==> src/logic/trig_defines.svh <==
// offsets, field layouts, error codes and timing counts of the trigger sequencer
// assumes a 100 MHz system clock and a 32-bit classic wishbone slave
`ifndef TRIG_DEFINES_SVH
`define TRIG_DEFINES_SVH

// register byte offsets
`define OFS_CONTROL 8'h00
`define OFS_FUNC_A 8'h04
`define OFS_FUNC_B 8'h08
`define OFS_FILTER 8'h0C
`define OFS_CHANNEL 8'h10
`define OFS_STATUS 8'h14
`define OFS_EDIT 8'h18

// control fields
`define CTL_SEL_B 0
`define CTL_SEQ 1
`define CTL_EXTQ 2
`define CTL_SLOPE 3
`define CTL_GATE 4
`define CTL_VIEW 5
`define CTL_ALT 6
`define CTL_W 7

// term width and columns
`define TERM_W 3
`define FUNC_W 24

// status error codes
`define ERR_NONE 4'h0
`define ERR_OR_FULL 4'h7
`define ERR_EDGE_ON 4'hA
`define ERR_EXTCLK_ON 4'hB

// chop timing: one megahertz switching
`define CHOP_NS 1000
`define CLK_NS 10
`define CHOP_CYC (`CHOP_NS / `CLK_NS)

`endif

==> src/logic/trig_pkg.sv <==
// types shared by the trigger sequencer files
// assumes trig_defines.svh is compiled alongside
package trig_pkg;
	typedef enum logic [2:0] {
		TERM_IGNORE = 3'h0,
		TERM_HIGH = 3'h1,
		TERM_LOW = 3'h2,
		TERM_RISE = 3'h3,
		TERM_FALL = 3'h4
	} term_t;

	typedef enum logic [2:0] {
		SEQ_IDLE = 3'b001,
		SEQ_ARMED = 3'b010,
		SEQ_FIRED = 3'b100
	} seq_state_t;
endpackage : trig_pkg

==> src/logic/word_recognizer.sv <==
// one stored trigger function: two four-term and-columns ored together
// assumes channel levels and edge pulses already synchronised to clk
`include "trig_defines.svh"

module word_recognizer #(
	parameter int CHANNELS = 4
) (
	// programmed terms, column 1 in the upper half
	input wire logic [`FUNC_W-1:0] terms,
	// synchronised channel view
	input wire logic [CHANNELS-1:0] level,
	input wire logic [CHANNELS-1:0] rise,
	input wire logic [CHANNELS-1:0] fall,
	// results
	output logic hit,
	output logic has_edge
);
	import trig_pkg::*;

	logic [1:0][CHANNELS-1:0] term_ok;
	logic [1:0][CHANNELS-1:0] term_used;
	logic [1:0][CHANNELS-1:0] term_edge;

	for (genvar c = 0; c < 2; c++) begin : g_col
		for (genvar i = 0; i < CHANNELS; i++) begin : g_term
			logic [2:0] t;
			assign t = terms[(c*CHANNELS+i)*`TERM_W +: `TERM_W];
			always_comb begin
				case (t)
					TERM_HIGH: term_ok[c][i] = level[i];
					TERM_LOW: term_ok[c][i] = !level[i];
					TERM_RISE: term_ok[c][i] = rise[i];
					TERM_FALL: term_ok[c][i] = fall[i];
					default: term_ok[c][i] = 1'b1;
				endcase
			end
			assign term_used[c][i] = (t != TERM_IGNORE);
			assign term_edge[c][i] = (t == TERM_RISE) || (t == TERM_FALL);
		end
	end

	// an all-ignore column would make the or always true
	assign hit = (|term_used[0] && &term_ok[0]) || (|term_used[1] && &term_ok[1]);
	assign has_edge = |term_edge;
endmodule : word_recognizer

==> src/logic/trig_sequencer.sv <==
// logic word trigger sequencer with a classic wishbone register slave
// assumes channel, external clock and reset pins are asynchronous to clk
//
// The implementer's own choices: the register offsets and the Wishbone register port.
`include "trig_defines.svh"

module trig_sequencer #(
	parameter int CHANNELS = 4,
	parameter int FILT_W = 16
) (
	// clock and reset
	input wire logic clk,
	input wire logic resetn,
	// wishbone slave
	input wire logic wb_cyc_i,
	input wire logic wb_stb_i,
	input wire logic wb_we_i,
	input wire logic [7:0] wb_adr_i,
	input wire logic [3:0] wb_sel_i,
	input wire logic [31:0] wb_dat_i,
	output logic [31:0] wb_dat_o,
	output logic wb_ack_o,
	// logic under test
	input wire logic [CHANNELS-1:0] channel_in,
	input wire logic ext_clock_in,
	input wire logic reset_in,
	// time base and front panel
	input wire logic sweep_done,
	output logic sweep_trigger,
	output logic trigger_output_connector,
	output logic trigger_replica_trace,
	output logic [CHANNELS-1:0] display_channel,
	output logic [CHANNELS-1:0] ground_channel
);
	import trig_pkg::*;

	////////////////////////////////////////////////////////////////////////////
	// registers
	logic [`CTL_W-1:0] control;
	logic [`FUNC_W-1:0] func_a;
	logic [`FUNC_W-1:0] func_b;
	logic [FILT_W-1:0] filter_cycles;
	logic [CHANNELS-1:0] display_on;
	logic [CHANNELS-1:0] ground_on;
	logic [3:0] error_code;
	logic trig_q;
	logic armed_q;
	logic wr;
	logic rd;

	assign wr = wb_cyc_i && wb_stb_i && wb_we_i && !wb_ack_o;
	assign rd = wb_cyc_i && wb_stb_i && !wb_we_i && !wb_ack_o;

	function automatic logic has_edge_f(input logic [`FUNC_W-1:0] f);
		logic e;
		e = 1'b0;
		for (int i = 0; i < 2*CHANNELS; i++) begin
			e = e || (f[i*`TERM_W +: `TERM_W] == TERM_RISE)
				|| (f[i*`TERM_W +: `TERM_W] == TERM_FALL);
		end
		return e;
	endfunction : has_edge_f

	// edit write: bit 31 set clears the selected function
	// edit format: [4:3] channel, [5] column, [8:6] term, [9] or operator
	logic [1:0] ed_ch;
	logic ed_col;
	logic [2:0] ed_term;
	logic ed_or;
	logic ed_edge;
	logic sel_b;
	logic [`FUNC_W-1:0] sel_func;
	logic or_used_a;
	logic or_used_b;

	assign ed_ch = wb_dat_i[4:3];
	assign ed_col = wb_dat_i[5];
	assign ed_term = wb_dat_i[8:6];
	assign ed_or = wb_dat_i[9];
	assign ed_edge = (ed_term == TERM_RISE) || (ed_term == TERM_FALL);
	assign sel_b = control[`CTL_SEL_B];
	assign sel_func = sel_b ? func_b : func_a;

	always_ff @(posedge clk or negedge resetn) begin
		if (!resetn) begin
			wb_ack_o <= 1'b0;
		end else begin
			wb_ack_o <= wb_cyc_i && wb_stb_i && !wb_ack_o;
		end
	end

	always_ff @(posedge clk or negedge resetn) begin
		if (!resetn) begin
			control <= '0;
			filter_cycles <= '0;
			display_on <= '1;
			ground_on <= '0;
		end else if (wr && wb_sel_i[0]) begin
			case (wb_adr_i)
				`OFS_CONTROL: begin
					// qualification refused while an edge term is stored
					if (wb_dat_i[`CTL_EXTQ] && !control[`CTL_EXTQ]
						&& (has_edge_f(func_a) || has_edge_f(func_b))) begin
						control <= {wb_dat_i[`CTL_W-1:`CTL_EXTQ+1], 1'b0,
							wb_dat_i[`CTL_EXTQ-1:0]};
					end else begin
						control <= wb_dat_i[`CTL_W-1:0];
					end
				end
				`OFS_FILTER: filter_cycles <= wb_dat_i[FILT_W-1:0];
				`OFS_CHANNEL: begin
					display_on <= wb_dat_i[CHANNELS-1:0];
					ground_on <= wb_dat_i[CHANNELS+7:8];
				end
				default: ;
			endcase
		end
	end

	// edits touch only the selected function; the stored one is kept
	always_ff @(posedge clk or negedge resetn) begin
		if (!resetn) begin
			func_a <= '0;
			func_b <= '0;
			or_used_a <= 1'b0;
			or_used_b <= 1'b0;
			error_code <= `ERR_NONE;
		end else if (wr && wb_sel_i[0]) begin
			if (wb_adr_i == `OFS_FUNC_A) begin
				func_a <= wb_dat_i[`FUNC_W-1:0];
				or_used_a <= 1'b0;
			end else if (wb_adr_i == `OFS_FUNC_B) begin
				func_b <= wb_dat_i[`FUNC_W-1:0];
				or_used_b <= 1'b0;
			end else if (wb_adr_i == `OFS_STATUS) begin
				error_code <= `ERR_NONE;
			end else if (wb_adr_i == `OFS_CONTROL && wb_dat_i[`CTL_EXTQ]
				&& !control[`CTL_EXTQ]
				&& (has_edge_f(func_a) || has_edge_f(func_b))) begin
				error_code <= `ERR_EDGE_ON;
			end else if (wb_adr_i == `OFS_EDIT) begin
				if (wb_dat_i[31]) begin
					// clear selected function only
					if (sel_b) begin
						func_b <= '0;
						or_used_b <= 1'b0;
					end else begin
						func_a <= '0;
						or_used_a <= 1'b0;
					end
				end else if (ed_or) begin
					if (sel_b ? or_used_b : or_used_a) begin
						error_code <= `ERR_OR_FULL;
					end else if (sel_b) begin
						or_used_b <= 1'b1;
					end else begin
						or_used_a <= 1'b1;
					end
				end else if (ed_edge && control[`CTL_EXTQ]) begin
					error_code <= `ERR_EXTCLK_ON;
				end else if (sel_b) begin
					func_b[({ed_col, ed_ch}*`TERM_W) +: `TERM_W] <= ed_term;
				end else begin
					func_a[({ed_col, ed_ch}*`TERM_W) +: `TERM_W] <= ed_term;
				end
			end
		end
	end

	always_ff @(posedge clk or negedge resetn) begin
		if (!resetn) begin
			wb_dat_o <= '0;
		end else if (rd) begin
			case (wb_adr_i)
				`OFS_CONTROL: wb_dat_o <= {{(32-`CTL_W){1'b0}}, control};
				`OFS_FUNC_A: wb_dat_o <= {{(32-`FUNC_W){1'b0}}, func_a};
				`OFS_FUNC_B: wb_dat_o <= {{(32-`FUNC_W){1'b0}}, func_b};
				`OFS_FILTER: wb_dat_o <= {{(32-FILT_W){1'b0}}, filter_cycles};
				`OFS_CHANNEL: wb_dat_o <= {{(24-CHANNELS){1'b0}}, ground_on,
					{(8-CHANNELS){1'b0}}, display_on};
				`OFS_STATUS: wb_dat_o <= {24'h0000_00, armed_q, trig_q, 2'h0, error_code};
				default: wb_dat_o <= 32'h0000_0000;
			endcase
		end else begin
			wb_dat_o <= 32'h0000_0000;
		end
	end

	////////////////////////////////////////////////////////////////////////////
	// input synchronisers and edge detect
	logic [CHANNELS-1:0] ch_s1, ch_s2, ch_q;
	logic [2:0] xc_s;
	logic [1:0] rs_s;
	logic [CHANNELS-1:0] ch_level, ch_rise, ch_fall;

	always_ff @(posedge clk or negedge resetn) begin
		if (!resetn) begin
			ch_s1 <= '0;
			ch_s2 <= '0;
			ch_q <= '0;
			xc_s <= '0;
			rs_s <= '0;
		end else begin
			ch_s1 <= channel_in;
			ch_s2 <= ch_s1;
			ch_q <= ch_s2;
			xc_s <= {xc_s[1:0], ext_clock_in};
			rs_s <= {rs_s[0], reset_in};
		end
	end

	// grounded channels see a constant low
	assign ch_level = ch_s2 & ~ground_on;
	assign ch_rise = ch_s2 & ~ch_q & ~ground_on;
	assign ch_fall = ~ch_s2 & ch_q & ~ground_on;

	////////////////////////////////////////////////////////////////////////////
	// recognisers and filters
	logic hit_a, hit_b, edge_a, edge_b;
	logic inhibit;
	logic ext_edge;
	logic extq;

	word_recognizer #(.CHANNELS(CHANNELS)) u_rec_a (
		.terms(func_a), .level(ch_level), .rise(ch_rise), .fall(ch_fall),
		.hit(hit_a), .has_edge(edge_a)
	);
	word_recognizer #(.CHANNELS(CHANNELS)) u_rec_b (
		.terms(func_b), .level(ch_level), .rise(ch_rise), .fall(ch_fall),
		.hit(hit_b), .has_edge(edge_b)
	);

	assign inhibit = rs_s[1];
	assign extq = control[`CTL_EXTQ];
	assign ext_edge = control[`CTL_SLOPE] ? (xc_s[1] && !xc_s[2])
		: (!xc_s[1] && xc_s[2]);

	logic [1:0] hit_v, edge_v, pass;
	logic [1:0][FILT_W-1:0] run_cnt;
	assign hit_v = {hit_b, hit_a};
	assign edge_v = {edge_b, edge_a};

	for (genvar f = 0; f < 2; f++) begin : g_filt
		logic filt_on;
		logic clean;
		assign filt_on = !edge_v[f] && !extq && (filter_cycles != '0);
		assign clean = hit_v[f] && !inhibit;
		always_ff @(posedge clk or negedge resetn) begin
			if (!resetn) begin
				run_cnt[f] <= '0;
			end else if (!clean) begin
				run_cnt[f] <= '0;
			end else if (run_cnt[f] != '1) begin
				run_cnt[f] <= run_cnt[f] + 1'b1;
			end
		end
		// pass once the true interval has lasted the set delay
		assign pass[f] = clean && (!filt_on || run_cnt[f] >= filter_cycles - 1'b1)
			&& (!extq || ext_edge);
	end

	////////////////////////////////////////////////////////////////////////////
	// sequencer and output
	seq_state_t seq, next_seq;
	logic fire;

	always_comb begin
		next_seq = seq;
		fire = 1'b0;
		case (seq)
			SEQ_IDLE: if (pass[0] && !inhibit) next_seq = SEQ_ARMED;
			SEQ_ARMED: begin
				if (inhibit) begin
					next_seq = SEQ_IDLE;
				end else if (pass[1]) begin
					fire = 1'b1;
					next_seq = control[`CTL_GATE] ? SEQ_FIRED : SEQ_IDLE;
				end
			end
			SEQ_FIRED: begin
				fire = pass[1] || (hit_b && !inhibit && !extq);
				if (!fire) next_seq = SEQ_IDLE;
			end
			default: next_seq = SEQ_IDLE;
		endcase
		if (!control[`CTL_SEQ]) begin
			next_seq = SEQ_IDLE;
			fire = sel_b ? pass[1] : pass[0];
		end
	end

	always_ff @(posedge clk or negedge resetn) begin
		if (!resetn) begin
			seq <= SEQ_IDLE;
			trig_q <= 1'b0;
			armed_q <= 1'b0;
		end else begin
			seq <= next_seq;
			trig_q <= fire;
			armed_q <= (next_seq == SEQ_ARMED);
		end
	end

	always_ff @(posedge clk or negedge resetn) begin
		if (!resetn) begin
			sweep_trigger <= 1'b0;
			trigger_output_connector <= 1'b0;
			trigger_replica_trace <= 1'b0;
		end else begin
			sweep_trigger <= fire;
			trigger_output_connector <= fire;
			trigger_replica_trace <= (control[`CTL_VIEW] || display_on == '0)
				&& (extq ? xc_s[1] : fire);
		end
	end

	////////////////////////////////////////////////////////////////////////////
	// display interleave
	logic [$clog2(`CHOP_CYC)-1:0] chop_cnt;
	logic [1:0] disp_idx;
	logic advance;

	assign advance = control[`CTL_ALT] ? sweep_done : (chop_cnt == '0);

	always_ff @(posedge clk or negedge resetn) begin
		if (!resetn) begin
			chop_cnt <= '0;
		end else if (chop_cnt == '0) begin
			chop_cnt <= ($clog2(`CHOP_CYC))'(`CHOP_CYC - 1);
		end else begin
			chop_cnt <= chop_cnt - 1'b1;
		end
	end

	always_ff @(posedge clk or negedge resetn) begin
		if (!resetn) begin
			disp_idx <= '0;
			display_channel <= '0;
			ground_channel <= '0;
		end else begin
			if (advance) disp_idx <= disp_idx + 1'b1;
			// grounded traces stay displayed
			display_channel <= display_on & (CHANNELS'(1) << disp_idx);
			ground_channel <= ground_on;
		end
	end
endmodule : trig_sequencer

==> config.mk <==
export PLATFORM = sky130hd
export DESIGN_NAME = trig_sequencer
export DESIGN_NICKNAME = d
export VERILOG_FILES = /design/src/logic/trig_pkg.sv /design/src/logic/word_recognizer.sv /design/src/logic/trig_sequencer.sv
export VERILOG_INCLUDE_DIRS = /design/src /design/src/logic
export SDC_FILE = /design/constraint.sdc
export NUM_CORES = 1
export LEC_CHECK = 0
export BUFFER_PORTS_ARGS = -buffer_cell sky130_fd_sc_hd__buf_2
export CAP_MARGIN = 20
export CORE_AREA = 5 5 180 182
export DETAILED_ROUTE_END_ITERATION = 8
export DIE_AREA = 0 0 185 187
export GPL_TIMING_DRIVEN = 0
export PLACE_DENSITY_LB_ADDON = 0.2
export SLEW_MARGIN = 20
export SYNTH_ARGS = -nofsm -noshare
export SYNTH_HDL_FRONTEND = slang
export SYNTH_SLANG_ARGS = --single-unit
==> constraint.sdc <==
create_clock -name clk -period 6.95 [get_ports clk]
set_input_delay 1.39 -clock clk [delete_from_list [all_inputs] [get_ports clk]]
set_output_delay 1.39 -clock clk [all_outputs]
set_load 0.05 [all_outputs]
==> results.md <==
- Status: finished clean
- DRT met1 WL: 15.5 mm
- Async SR Flop Fraction: 100%
- Clock tree sinks: 182
- Critical Path Start Type: flop
- Initial DRC count: 870
- RSZ-0062 raised after global routing: no
- Via density: 5.53
- Dpl cells: 1581
- CTS buffer count: 17
- Peak Freq: 0.244 GHz
- DR WL met3: 2.10 mm
- GR Util All Layers: 19.0%
- Relative slew slack: 42.9%
- Worst hold path class: flop to flop
- Hold buffer count at CTS: 0
- DIE AREA: 0.0346 mm^2
- Final ANT Viol Nets: 0
- Synth top area cells: dfrtp_1 (42%), mux2_2 (7.5%), ha_1 (4.8%), nand2_1 (4.1%), nor2_1 (3.7%)
- Cts repair resizes: 0
- H-tree depth: 4
- Chip width: 185 um
- Antenna violations before repair: 0
- Synth Register Bits: 182
- Worst-skew pair later-pin latency: 0.44 ns
- Root Buffer: clkbuf_16
- CP arrival: 4.41 ns
- Largest net degree at the start of global routing: 87
- Leak: 5.37 nW
- Met2 WL post-DR: 14.1 mm
- Setup bufs post-CTS: 0
- Req. time, crit path: 7.27 ns
- Commonest non-fill, non-tap cell in the layout: dfrtp_1
- Antenna diodes: 0
- Synthesized area: 0.0105 mm^2
- Tcrit/Tclk final: 58.9%
- Final Slew Violations: 0
- EDFF count, synth: 0
- Critical Path Fanout Max: 8
- Max cap viols: 0
- Setup Skew: 0.0117 ns
- Routed vias: 8917
- IO Count: 100
- Initial core utilization: 34.5%
- Area leader, netlist: dfrtp_1
- Rows: 64
- Final wirelength: 32.6 mm
- Placer Congestion: 0.899
- Commonest cells after routing, fill and taps aside: dfrtp_1 (177), nand2_1 (116), nor2_1 (103)
- Layout cells sized above 1: 18.3%
- First-pass GRT wire length: 50.8 mm
- CP endpoint kind: flop
- Finished Layout Cells: 1612
- Yosys warning count: 0
- Wire per inst: 20.2 um
- Worst Tran Pin Value: 0.854 ns
- Final hold violation count: 0
- Main synth FF type: dfrtp_1
- Pre-antenna DRT Iters: 6
- Die Y: 187 um
- CTS tree: yes
- Setup_tns: 0 ns
- NumNets Final: 1300
- WS Path Type: flop to flop
- Port Buffer Count: 79
- GR Overflow Total: 0
- Yosys cell types: 78
- Syn Area/Cell: 9.57 um^2
- Post-synthesis sequential area ratio: 43.4%
- Core Footprint: 0.0304 mm^2
- Vias in the first global route: 8665
- Area share of the largest cell type after synthesis: 42.2%
- Remaining design rule violation count: 0
- Setup violations, final: 0
- Peak supply drop: 145 uV
- Clock buffer depth: 2
- Area grow syn2layout: 14.8%
- Synth Instances: 1097
- Clk slew on worst S/H paths: 0.07 ns
- Post-DP HPWL: 24.6 mm
- Tmin final: 4.09 ns
- Uppermost layer routed: met4
- Power density cells: 180 mW/mm^2
[through the flow]
stage	instance area [um^2]	util (%)	worst slack [ns]	hold WS (ns)	power, mW
4_1_cts	12000	39.6	2.89	0.352	2.19
3_5_place_dp	11500	37.7	2.64	0.336	1.24
3_3_place_gp	11400	37.5	1.32	0.335	1.23
5_1_grt	12000	39.6	2.66	0.356	2.25
6_report	12000	39.6	2.86	0.348	2.16
2_1_floorplan	10500	-	3.42	0.331	1.17
[path summary, 6_finish.rpt]
| kind | slack (ns) | from | depth (start not counted) | endpoint |
|---|---|---|---|---|
| min in group asynchronous | 0.82 | resetn | 1 | chop_cnt[4] |
| max in group asynchronous | 5.33 | resetn | 2 | filter_cycles[10] |
| min reg2reg | 0.35 | rs_s[0] | 0 | rs_s[1] |
| max | 2.86 | filter_cycles[5] | 14 | trigger_replica_trace |
| max reg2reg | 2.86 | filter_cycles[5] | 14 | trigger_replica_trace |
| min | 0.35 | rs_s[0] | 0 | rs_s[1] |
[flip-flops by register name (all words and copies together) (netlist names), 2 cells and up]
signal           count
ch_s1                4
ch_q                 4
filter_cycles       16
control              7
seq                  3
chop_cnt             7
ground_on            4
error_code           4
func_a              24
ground_channel       4
display_channel      4
rs_s                 2
display_on           4
ch_s2                4
disp_idx             2
run_cnt             32
wb_dat_o            24
xc_s                 3
func_b              24
[cell families (layout without fill, tap and decap cells)]
family	count (synthesis)	after routing	share of synthesized area, %
AO/OA/AOI/OAI	278	278	17.2
XOR/XNOR	39	39	3.33
adder cells (fa/ha/maj)	40	40	4.77
buffers and inverters	79	191	3.18
flip-flops	182	182	43.4
multiplexers	83	83	8.75
other	1	8	0.0357
AND/OR/NAND/NOR	395	395	19.2
[metal layers]
layer	up-vias	track usage [%]
met2	303	27.6
met1	4359	28.0
met4	0	6.47
met3	46	3.89
met5	-	0
li1	4209	-
[where the power goes]
group	switching (mW)	internal [mW]	leakage, nW	total, mW
Clock	0.434	0.511	0.270	0.945
Combinational	0.101	0.0438	2.65	0.145
Sequential	0.00708	1.07	2.45	1.07
Total	0.542	1.62	5.37	2.16
[synthesized netlist by cell type (all sizes together) (21+ instances only)]
library cell,instances
nand2,116
clkbuf,36
a21oi,58
a22oi,24
dfrtp,177
nand3,24
xor2,21
nor4,21
nor3,28
o21ai,77
ha,40
nor2,105
inv,28
mux2,70
[area by class of cell]
class | instances | area (um^2)
Buffer | 51 | 229
Tap cell | 396 | 495
Inverter | 28 | 105
Fill cell | 3106 | 18400
Timing Repair Buffer | 81 | 460
Clock buffer | 20 | 457
Multi-Input combinational cell | 843 | 5640
Sequential cell | 182 | 4560
Clock inverter | 11 | 101
[worst max-delay path: stages (launching register included)]
cell,delay [ns]
dfrtp_1,0.36
clkbuf_1,0.22
or4_4,0.49
nor3_1,0.28
nand3_1,0.17
nor4_1,0.26
xnor2_1,0.25
ha_1,0.32
a21oi_1,0.15
nand2_1,0.07
a221o_1,0.39
nor3_4,0.25
a21oi_2,0.12
a311o_1,0.38
o31a_1,0.26
No activity file was read; power rests on OpenSTA's default activity.
